--- src/hdl/apg_cfg.svh ---
/*
  Constants for the axis pulse, gear, backlash and alarm block.
  Assumes inclusion by bare name from the design modules and the bench.
*/
`ifndef APG_CFG_SVH
`define APG_CFG_SVH
// ==========================================================
// Register word offsets (byte address = 4 * index)
`define APG_REG_BL_MODE    4'h0
`define APG_REG_ALM_POL    4'h1
`define APG_REG_ALM_MASK   4'h2
`define APG_REG_DIR_INV    4'h3
`define APG_REG_INT_STAT   4'h4
`define APG_REG_INT_MASK   4'h5
`define APG_REG_ALM_STAT   4'h6
`define APG_REG_BUSY       4'h7
`define APG_REG_GEAR_NUM   4'h8
`define APG_REG_GEAR_DEN   4'h9
`define APG_REG_BL_AMT     4'ha
`define APG_REG_BL_CFG     4'hb
// ==========================================================
// Field positions
`define APG_BL_WAIT_BIT    0
`define APG_BL_VEL_BIT     7
`define APG_SPINDLE_ALARM_MASK_BIT       2
`define APG_FEED_ALARM_MASK_BIT       5
// ==========================================================
// Reset values
`define APG_BL_MODE_RST    8'h00
`define APG_ALM_POL_RST    8'h00
`define APG_ALM_MASK_RST   8'h00
`define APG_DIR_INV_RST    8'h00
`define APG_GEAR_RST       16'h0001
`define APG_BL_AMT_RST     16'h0000
`define APG_BL_CFG_RST     8'h10
// ==========================================================
// Timing: fixed-frequency divisor scale and acceleration ramp
`define APG_BL_DIV_SCALE   8'h10
`define APG_BL_RAMP_START  12'h400
`endif

--- src/hdl/apg_pkg.sv ---
/*
  Types shared by the axis block and its per-axis channel.
  Assumes apg_cfg.svh holds the numbers.
*/
package apg_pkg;
  // ==========================================================
  // Per-axis command pulse carrier
  typedef struct packed {
    logic step;
    logic dir_neg;
  } apg_pulse_s;
  // Backlash engine state
  typedef enum logic [1:0] {
    APG_IDLE,
    APG_BL_RUN
  } apg_state_e;
  typedef logic [15:0] apg_word_t;
endpackage

--- src/hdl/apg_axis.sv ---
/*
  One axis channel: electronic gear, backlash insertion, direction invert.
  Assumes commands are one-cycle step pulses synchronous to i_sys_clk.
*/
`timescale 1ns/10ps
`include "apg_cfg.svh"
module apg_axis (
  input  wire logic                i_sys_clk,
  input  wire logic                i_nrst,
  input  wire logic                i_ce,
  input  wire apg_pkg::apg_pulse_s i_cmd,
  input  wire apg_pkg::apg_word_t  i_gear_num,
  input  wire apg_pkg::apg_word_t  i_gear_den,
  input  wire apg_pkg::apg_word_t  i_bl_amount,
  input  wire logic [7:0]          i_bl_cfg,
  input  wire logic                i_vel_method,
  input  wire logic                i_dir_inv,
  output apg_pkg::apg_pulse_s      o_out,
  output logic                     o_bl_busy,
  output logic                     o_bl_done
);
  // ==========================================================
  // Gear accumulator state
  logic [16:0]         acc;
  logic [15:0]         pend;
  logic                last_dir;
  logic                dir_known;
  apg_pkg::apg_state_e state;
  logic [15:0]         bl_left;
  logic [11:0]         bl_div;
  logic [11:0]         bl_cnt;
  logic [11:0]         base_div;
  logic                rev;
  logic [16:0]         gear_sum;
  logic                gear_carry;
  logic                drain;
  logic                bl_fire;
  assign base_div = {i_bl_cfg, 4'h0} | 12'h001;
  assign rev      = i_cmd.step && dir_known && (i_cmd.dir_neg != last_dir);
  // Carry out of the gear accumulator gives one scaled step
  assign gear_sum   = acc + (i_cmd.step ? {1'b0, i_gear_num} : 17'h00000);
  assign gear_carry = (gear_sum >= {1'b0, i_gear_den}) && (i_gear_den != 16'h0000);
  // A low cycle after each output step, so the drive sees separate pulses
  assign drain      = (pend != 16'h0000) && (state == apg_pkg::APG_IDLE) && !o_out.step;
  assign bl_fire    = (state == apg_pkg::APG_BL_RUN) && (bl_cnt + 12'h001 >= bl_div)
                      && !o_out.step;

  // gear scaling: num/den pulses per command pulse
  always_ff @(posedge i_sys_clk or negedge i_nrst) begin
    if (!i_nrst) begin
      acc  <= 17'h00000;
      pend <= 16'h0000;
    end else if (i_ce) begin
      if (gear_carry) begin
        acc <= gear_sum - {1'b0, i_gear_den};
      end else begin
        acc <= gear_sum;
      end
      // Pending scaled steps; drained one at a time when not compensating
      if (gear_carry && !drain) begin
        pend <= pend + 16'h0001;
      end else if (!gear_carry && drain) begin
        pend <= pend - 16'h0001;
      end
    end
  end

  always_ff @(posedge i_sys_clk or negedge i_nrst) begin
    if (!i_nrst) begin
      last_dir  <= 1'b0;
      dir_known <= 1'b0;
    end else if (i_ce && i_cmd.step) begin
      last_dir  <= i_cmd.dir_neg;
      dir_known <= 1'b1;
    end
  end

  // backlash engine, fixed or ramped rate
  always_ff @(posedge i_sys_clk or negedge i_nrst) begin
    if (!i_nrst) begin
      state   <= apg_pkg::APG_IDLE;
      bl_left <= 16'h0000;
      bl_div  <= 12'h000;
      bl_cnt  <= 12'h000;
    end else if (i_ce) begin
      case (state)
        apg_pkg::APG_IDLE: begin
          if (rev && i_bl_amount != 16'h0000) begin
            state   <= apg_pkg::APG_BL_RUN;
            bl_left <= i_bl_amount;
            bl_div  <= i_vel_method ? `APG_BL_RAMP_START : base_div;
            bl_cnt  <= 12'h000;
          end
        end
        apg_pkg::APG_BL_RUN: begin
          if (bl_fire) begin
            bl_cnt  <= 12'h000;
            bl_left <= bl_left - 16'h0001;
            // Ramp: halve period toward base while far, lengthen near end
            if (i_vel_method) begin
              if (bl_left > 16'h0008 && (bl_div >> 1) >= base_div) begin
                bl_div <= bl_div >> 1;
              end else if (bl_left <= 16'h0008 && bl_div < `APG_BL_RAMP_START) begin
                bl_div <= bl_div << 1;
              end
            end
            if (bl_left == 16'h0001) begin
              state <= apg_pkg::APG_IDLE;
            end
          end else begin
            bl_cnt <= bl_cnt + 12'h001;
          end
        end
        default: state <= apg_pkg::APG_IDLE;
      endcase
    end
  end

  // output direction inversion; backlash takes new dir
  always_ff @(posedge i_sys_clk or negedge i_nrst) begin
    if (!i_nrst) begin
      o_out     <= '0;
      o_bl_done <= 1'b0;
    end else if (i_ce) begin
      o_bl_done   <= bl_fire && (bl_left == 16'h0001);
      o_out.dir_neg <= last_dir ^ i_dir_inv;
      if (state == apg_pkg::APG_BL_RUN) begin
        o_out.step <= bl_fire;
      end else begin
        o_out.step <= drain;
      end
    end
  end
  assign o_bl_busy = (state != apg_pkg::APG_IDLE);
endmodule

--- src/hdl/apg_top.sv ---
/*
  Five-axis position pulse output with electronic gear, backlash
  compensation, direction inversion and drive alarm supervision,
  reached over an Avalon-MM slave with waitrequest.
  Assumes all inputs synchronous to i_sys_clk (20 MHz) and one reset.
*/
`timescale 1ns/10ps
`include "apg_cfg.svh"
module apg_top (
  input  wire logic                i_sys_clk,
  input  wire logic                i_nrst,
  input  wire logic                i_ce,
  // Avalon-MM slave
  input  wire logic [5:0]          i_avs_address,
  input  wire logic                i_avs_read,
  input  wire logic                i_avs_write,
  input  wire logic [31:0]         i_avs_writedata,
  input  wire logic [3:0]          i_avs_byteenable,
  output logic [31:0]              o_avs_readdata,
  output logic                     o_avs_waitrequest,
  // Motion command and drive side
  input  wire apg_pkg::apg_pulse_s i_cmd [5],
  output apg_pkg::apg_pulse_s      o_drv [5],
  input  wire logic [4:0]          i_axis_alarm,
  input  wire logic                i_spindle_alarm,
  input  wire logic                i_alarm_reset,
  output logic                     o_block_hold,
  output logic [5:0]               o_drive_alarm,
  output logic                     o_irq
);
  // ==========================================================
  // Registers
  logic [7:0]         backlash_mode_settings;
  logic [7:0]         drive_alarm_polarity;
  logic [7:0]         drive_alarm_masks;
  logic [7:0]         dir_invert;
  logic [7:0]         int_status;
  logic [7:0]         int_mask;
  apg_pkg::apg_word_t gear_num [5];
  apg_pkg::apg_word_t gear_den [5];
  apg_pkg::apg_word_t bl_amount [5];
  logic [7:0]         bl_cfg [5];
  logic [4:0]         bl_busy;
  logic [4:0]         bl_done;
  logic [5:0]         raw_alarm;
  logic               ack;
  logic [3:0]         idx;
  logic [2:0]         axis_sel;
  logic               wr;
  logic               rd;
  logic [7:0]         int_ev;

  // Register index decode, used for reads and writes
  // Words 0xc..0xf are the fifth axis bank, in the order of words 0x8..0xb
  function automatic logic [3:0] reg_index(input logic [5:0] a);
    reg_index = (a[5:4] == 2'h3) ? {2'h2, a[3:2]} : a[5:2];
  endfunction
  function automatic logic [2:0] axis_index(input logic [5:0] a);
    axis_index = (a[5:4] == 2'h3) ? 3'h4 : {1'b0, a[1:0]};
  endfunction

  assign idx      = reg_index(i_avs_address);
  assign axis_sel = axis_index(i_avs_address);
  assign wr       = i_avs_write && ack;
  assign rd       = i_avs_read && ack;
  // One wait cycle per access; answer on second edge
  assign o_avs_waitrequest = (i_avs_read || i_avs_write) && !ack;

  // ==========================================================
  // Bus handshake
  always_ff @(posedge i_sys_clk or negedge i_nrst) begin
    if (!i_nrst) begin
      ack <= 1'b0;
    end else if (i_ce) begin
      ack <= (i_avs_read || i_avs_write) && !ack;
    end
  end

  // ==========================================================
  // Configuration writes; axes 0..3 share each per-axis word, axis chosen by address[1:0]
  always_ff @(posedge i_sys_clk or negedge i_nrst) begin
    if (!i_nrst) begin
      backlash_mode_settings <= `APG_BL_MODE_RST;
      drive_alarm_polarity   <= `APG_ALM_POL_RST;
      drive_alarm_masks      <= `APG_ALM_MASK_RST;
      dir_invert             <= `APG_DIR_INV_RST;
      int_mask               <= 8'h00;
    end else if (i_ce && wr && i_avs_byteenable[0]) begin
      case (i_avs_address)
        {`APG_REG_BL_MODE, 2'h0}:  backlash_mode_settings <= i_avs_writedata[7:0];
        {`APG_REG_ALM_POL, 2'h0}:  drive_alarm_polarity   <= i_avs_writedata[7:0];
        {`APG_REG_ALM_MASK, 2'h0}: drive_alarm_masks      <= i_avs_writedata[7:0];
        {`APG_REG_DIR_INV, 2'h0}:  dir_invert             <= i_avs_writedata[7:0];
        {`APG_REG_INT_MASK, 2'h0}: int_mask               <= i_avs_writedata[7:0];
        default: ;
      endcase
    end
  end

  // Per-axis tables: axes 0..3 by address[1:0], axis 4 in words 0xc..0xf
  genvar g;
  generate
    for (g = 0; g < 5; g++) begin : g_axcfg
      always_ff @(posedge i_sys_clk or negedge i_nrst) begin
        if (!i_nrst) begin
          gear_num[g]  <= `APG_GEAR_RST;
          gear_den[g]  <= `APG_GEAR_RST;
          bl_amount[g] <= `APG_BL_AMT_RST;
          bl_cfg[g]    <= `APG_BL_CFG_RST;
        end else if (i_ce && wr && i_avs_byteenable[1:0] == 2'h3 &&
                     axis_sel == 3'(g)) begin
          case (idx)
            `APG_REG_GEAR_NUM: gear_num[g]  <= i_avs_writedata[15:0];
            `APG_REG_GEAR_DEN: gear_den[g]  <= i_avs_writedata[15:0];
            `APG_REG_BL_AMT:   bl_amount[g] <= i_avs_writedata[15:0];
            `APG_REG_BL_CFG:   bl_cfg[g]    <= i_avs_writedata[7:0];
            default: ;
          endcase
        end
      end
      apg_axis u_axis (
        .i_sys_clk    (i_sys_clk),
        .i_nrst       (i_nrst),
        .i_ce         (i_ce),
        .i_cmd        (i_cmd[g]),
        .i_gear_num   (gear_num[g]),
        .i_gear_den   (gear_den[g]),
        .i_bl_amount  (bl_amount[g]),
        .i_bl_cfg     (bl_cfg[g]),
        .i_vel_method (backlash_mode_settings[`APG_BL_VEL_BIT]),
        .i_dir_inv    (dir_invert[g]),
        .o_out        (o_drv[g]),
        .o_bl_busy    (bl_busy[g]),
        .o_bl_done    (bl_done[g])
      );
    end
  endgenerate

  assign o_block_hold = backlash_mode_settings[`APG_BL_WAIT_BIT] && (|bl_busy);

  // ==========================================================
  // Alarm qualification
  always_comb begin
    // polarity: one means high is alarm
    raw_alarm = ~({i_spindle_alarm, i_axis_alarm} ^ drive_alarm_polarity[5:0]);
    if (drive_alarm_masks[`APG_FEED_ALARM_MASK_BIT]) begin
      raw_alarm[4:0] = 5'h00;
    end
    if (drive_alarm_masks[`APG_SPINDLE_ALARM_MASK_BIT]) begin
      raw_alarm[5] = 1'b0;
    end
  end

  // latched per-source alarm, reset op clears
  always_ff @(posedge i_sys_clk or negedge i_nrst) begin
    if (!i_nrst) begin
      o_drive_alarm <= 6'h00;
    end else if (i_ce) begin
      o_drive_alarm <= (i_alarm_reset ? 6'h00 : o_drive_alarm) | raw_alarm;
    end
  end

  // ==========================================================
  // Interrupt status: bits 0..5 alarm rise, bit 6 backlash done
  assign int_ev = {1'b0, |bl_done, raw_alarm & ~o_drive_alarm};
  always_ff @(posedge i_sys_clk or negedge i_nrst) begin
    if (!i_nrst) begin
      int_status <= 8'h00;
    end else if (i_ce) begin
      // Set wins; a read clears only what it reported, so no late event is lost
      if (rd && idx == `APG_REG_INT_STAT) begin
        int_status <= (int_status & ~o_avs_readdata[7:0]) | int_ev;
      end else begin
        int_status <= int_status | int_ev;
      end
    end
  end
  assign o_irq = |(int_status & int_mask);

  // ==========================================================
  // Read data, registered; global words ignore address[1:0], so every address is mapped
  always_ff @(posedge i_sys_clk or negedge i_nrst) begin
    if (!i_nrst) begin
      o_avs_readdata <= 32'h0000_0000;
    end else if (i_ce && i_avs_read && !ack) begin
      case (idx)
        `APG_REG_BL_MODE:  o_avs_readdata <= {24'h0, backlash_mode_settings};
        `APG_REG_ALM_POL:  o_avs_readdata <= {24'h0, drive_alarm_polarity};
        `APG_REG_ALM_MASK: o_avs_readdata <= {24'h0, drive_alarm_masks};
        `APG_REG_DIR_INV:  o_avs_readdata <= {24'h0, dir_invert};
        `APG_REG_INT_STAT: o_avs_readdata <= {24'h0, int_status};
        `APG_REG_INT_MASK: o_avs_readdata <= {24'h0, int_mask};
        `APG_REG_ALM_STAT: o_avs_readdata <= {26'h0, o_drive_alarm};
        `APG_REG_BUSY:     o_avs_readdata <= {27'h0, bl_busy};
        `APG_REG_GEAR_NUM: o_avs_readdata <= {16'h0, gear_num[axis_sel]};
        `APG_REG_GEAR_DEN: o_avs_readdata <= {16'h0, gear_den[axis_sel]};
        `APG_REG_BL_AMT:   o_avs_readdata <= {16'h0, bl_amount[axis_sel]};
        `APG_REG_BL_CFG:   o_avs_readdata <= {24'h0, bl_cfg[axis_sel]};
        default:           o_avs_readdata <= 32'h0000_0000;
      endcase
    end
  end
endmodule

--- config.mk ---
export PLATFORM = sky130hd
export DESIGN_NAME = apg_top
export DESIGN_NICKNAME = d
export VERILOG_FILES = /design/src/hdl/apg_pkg.sv /design/src/hdl/apg_axis.sv /design/src/hdl/apg_top.sv
export VERILOG_INCLUDE_DIRS = /design/src /design/src/hdl
export SDC_FILE = /design/constraint.sdc
export NUM_CORES = 2
export LEC_CHECK = 0
export BUFFER_PORTS_ARGS = -buffer_cell sky130_fd_sc_hd__buf_2
export CAP_MARGIN = 20
export CORE_MARGIN = 2
export CORE_UTILIZATION = 60
export CTS_CLUSTER_DIAMETER = 200
export DETAILED_ROUTE_END_ITERATION = 6
export PLACE_DENSITY_LB_ADDON = 0.12
export SLEW_MARGIN = 15
export SYNTH_ARGS = -nofsm -noshare
export SYNTH_HDL_FRONTEND = slang
export SYNTH_HIERARCHICAL = 1
export SYNTH_SLANG_ARGS = --single-unit
--- constraint.sdc ---
create_clock -name i_sys_clk -period 12.4 [get_ports i_sys_clk]
set_input_delay 0.62 -clock i_sys_clk [delete_from_list [all_inputs] [get_ports i_sys_clk]]
set_output_delay 0.62 -clock i_sys_clk [all_outputs]
set_load 0.005 [all_outputs]
==> flow_summary.json <==
{
  "status": "completed",
  "leakage_nw": 25.3,
  "seq_area_frac_synth": 0.365,
  "drv_slew": 0,
  "synth_top_cell_by_area": "dfrtp_1",
  "dr.pass1.iters": 6,
  "rr_endpoint": "g_axcfg[2].u_axis/pend[15]",
  "arrival_ns": 8.61,
  "boundaryPins": 115,
  "grtUsageTotal": 0.335,
  "start_kind": "register",
  "required_ns": 12.96,
  "final_nets": 5810,
  "crit_fanout": 15,
  "postCtsSetupBuffers": 0,
  "p_per_area_mw_per_mm2": 185,
  "yosysMostFrequentCell": "dfrtp_1",
  "r2r_cells": 27,
  "grt_pass1_vias": 40500,
  "met1_usage": 0.456,
  "cap_viol_max_count": 0,
  "postRouteAntennaNets": 0,
  "fin_ws_ns": 4.35,
  "yosysTopAreaCellShare": 0.357,
  "drive_gt1_frac": 0.136,
  "end_kind": "register",
  "clk_pin_slew_ns": 0.06,
  "synthTopCellsByCount": "731 x dfrtp_1, 434 x nand2_1, 350 x ha_1, 343 x mux2_2",
  "yosys_warnings": 6,
  "grt-ovfl-total": 0,
  "cts_hold_buf": 0,
  "peakVddDrop_mv": 0.136,
  "min_period_over_period": 0.649,
  "rr_startpoint": "gear_num[33]",
  "num_vias": 42200,
  "met2_usage": 0.520,
  "htreeDepth": 3,
  "place.gp.congestion": 0.951,
  "syn_area_per_cell_um2": 9.45,
  "via_per_inst": 6.39,
  "area_growth_pct": 7.88,
  "die_area_mm2": 0.0876,
  "cts_tree": "yes",
  "pre_cts_ws_ns": 4.03,
  "slew_headroom": 0.236,
  "die_w_um": 296,
  "drt-total-wl_mm": 147,
  "cts_root_buf": "clkbuf_16",
  "antenna_found_initial": 10,
  "finalHoldViolCount": 0,
  "ys_top_cells_by_area": "dfrtp_1 36%, ha_1 8.6%, mux2_2 7.5%",
  "clock_skew_ns": 0.0415,
  "fmax_ghz": 0.124,
  "stdcell_area_mm2": 0.0552,
  "final-instance-count-excl-fill": 6599,
  "synth_edf_count": 0,
  "grt_max_degree": 165,
  "grt_pass1_wl_mm": 231,
  "async_flop_share": 1.00,
  "cts_num_sinks": 746,
  "hpwl_mm": 105,
  "drt-initial-drc-count": 3555,
  "worstMarginPinSlew_ns": 1.14,
  "avgRoutedWirePerCell_um": 22.3,
  "post_cts_resized": 0,
  "use_met3": 0.0639,
  "cts_buffers": 88,
  "criticalPathCategory": "register to register",
  "synth_cells": 5416,
  "crit_path_start": "gear_num[33]",
  "num_rows": 107,
  "io_buffers": 80,
  "rsz0062_at_grt": "false",
  "postPlaceCellArea_mm2": 0.0522,
  "busiest_layer": "met2",
  "clk_path_buf_depth": 3,
  "min_period_ns": 8.05,
  "r2r_setup_slack_ns": 4.35,
  "fin_tns_setup_ns": 0,
  "coreArea_mm2": 0.0849,
  "synth_area_mm2": 0.0512,
  "die_h_um": 296,
  "hold_path.class": "input pin to async pin",
  "synth_seq_cells": 746,
  "synth_cell_types": 114,
  "setup_viol": 0,
  "start_util": 0.603,
  "insertion_delay_ns": 0.67,
  "drc_errors": 0,
  "synth_top_flop_cell": "dfrtp_1",
  "dp.cells": 6432
}
[layout by cell type, fill, tap and decap left out, types with 109 or more instances in the layout]
master	instances
dfrtp_1	729
nand2_1	434
ha_1	350
mux2_2	343
a21oi_1	329
nor2_1	328
inv_1	305
o21ai_0	277
mux2i_1	169
xnor2_1	140
xor2_1	110
nor3_1	109
[power breakdown]
| group | internal (mW) | switching (mW) |
|---|---|---|
| combinational | 1.86 | 2.49 |
| sequential | 2.80 | 0.355 |
| clock | 1.60 | 1.09 |
| total | 6.27 | 3.93 |
[cell families after synthesis]
| kind of cell | after synthesis | share of synthesized area |
|---|---|---|
| AOI/OAI and AO/OA | 1359 | 0.177 |
| DFF | 746 | 0.365 |
| other | 1 | 0.0000733 |
| muxes | 545 | 0.119 |
| and+or+nand+nor | 1567 | 0.155 |
| xor gates and xnor gates | 251 | 0.0431 |
| adders and majority gates | 365 | 0.0914 |
| buffers and inverters | 582 | 0.0491 |
[layout make-up]
| cell class | instances | area, um^2 |
|---|---|---|
| inverter | 313 | 1170 |
| antenna | 3 | 7.51 |
| sequential | 746 | 18700 |
| tap | 1144 | 1430 |
| fill | 7083 | 29700 |
| timing repair buffer | 129 | 865 |
| clock buffer | 130 | 2610 |
| clock inverter | 31 | 368 |
| multi-input combinational | 4103 | 30100 |
[worst max path at each step]
stage / endpoint / slack (ns) / cells after the start
final: g_axcfg[2].u_axis/pend[15] / 4.35 / 27
after global routing: g_axcfg[2].u_axis/pend[15] / 3.96 / 27
after CTS: g_axcfg[2].u_axis/pend[15] / 4.51 / 27
after detailed placement: g_axcfg[2].u_axis/pend[15] / 4.03 / 28
after global placement: g_axcfg[2].u_axis/pend[15] / 4.16 / 28
after floorplan: g_axcfg[3].u_axis/pend[15] / 5.67 / 30
[metrics by stage]
step	util	hold WS (ns)	power, mW
2_1_floorplan	-	0.324	6.56
3_3_place_gp	0.614	0.448	7.36
3_5_place_dp	0.614	0.452	7.48
4_1_cts	0.650	0.0678	10.2
5_1_grt	0.650	0.0919	10.9
6_report	0.650	0.0435	10.2
[worst max-delay path, cell delays in order, from the launching register on]
cell	delay, ns
dfrtp_1	0.41
and2_1	0.20
ha_1	0.30
a211oi_1	0.26
o21ai_0	0.19
o211ai_1	0.22
a21oi_1	0.17
a211oi_1	0.31
xnor2_1	0.21
ha_1	0.40
a211oi_2	0.26
nand2_1	0.11
or4_4	0.49
o21ba_1	0.20
a21o_1	0.24
o31ai_4	0.63
inv_2	0.38
ha_1	0.37
inv_1	0.44
ha_1	0.33
a21oi_1	0.23
o2111ai_1	0.22
a31oi_1	0.31
nor2b_1	0.09
o21a_1	0.19
o41ai_1	0.37
mux2i_1	0.27
xnor2_1	0.13
[sequential cells by signal, summed over array words and instances (netlist names), 60 cells and up]
| name | count |
|---|---|
| bl_amount | 80 |
| g_axcfg.u_axis/acc | 85 |
| g_axcfg.u_axis/bl_cnt | 60 |
| g_axcfg.u_axis/bl_div | 60 |
| g_axcfg.u_axis/bl_left | 80 |
| g_axcfg.u_axis/pend | 80 |
| gear_den | 80 |
| gear_num | 80 |
[layer usage]
layer	up-vias	wire length, um	part of all wire
met5	-	92	0.00063
met4	16	7510	0.051
met3	395	10500	0.071
met2	1464	65700	0.45
met1	20500	63100	0.43
li1	19700	-	-
No activity file was read; power rests on OpenSTA's default activity.
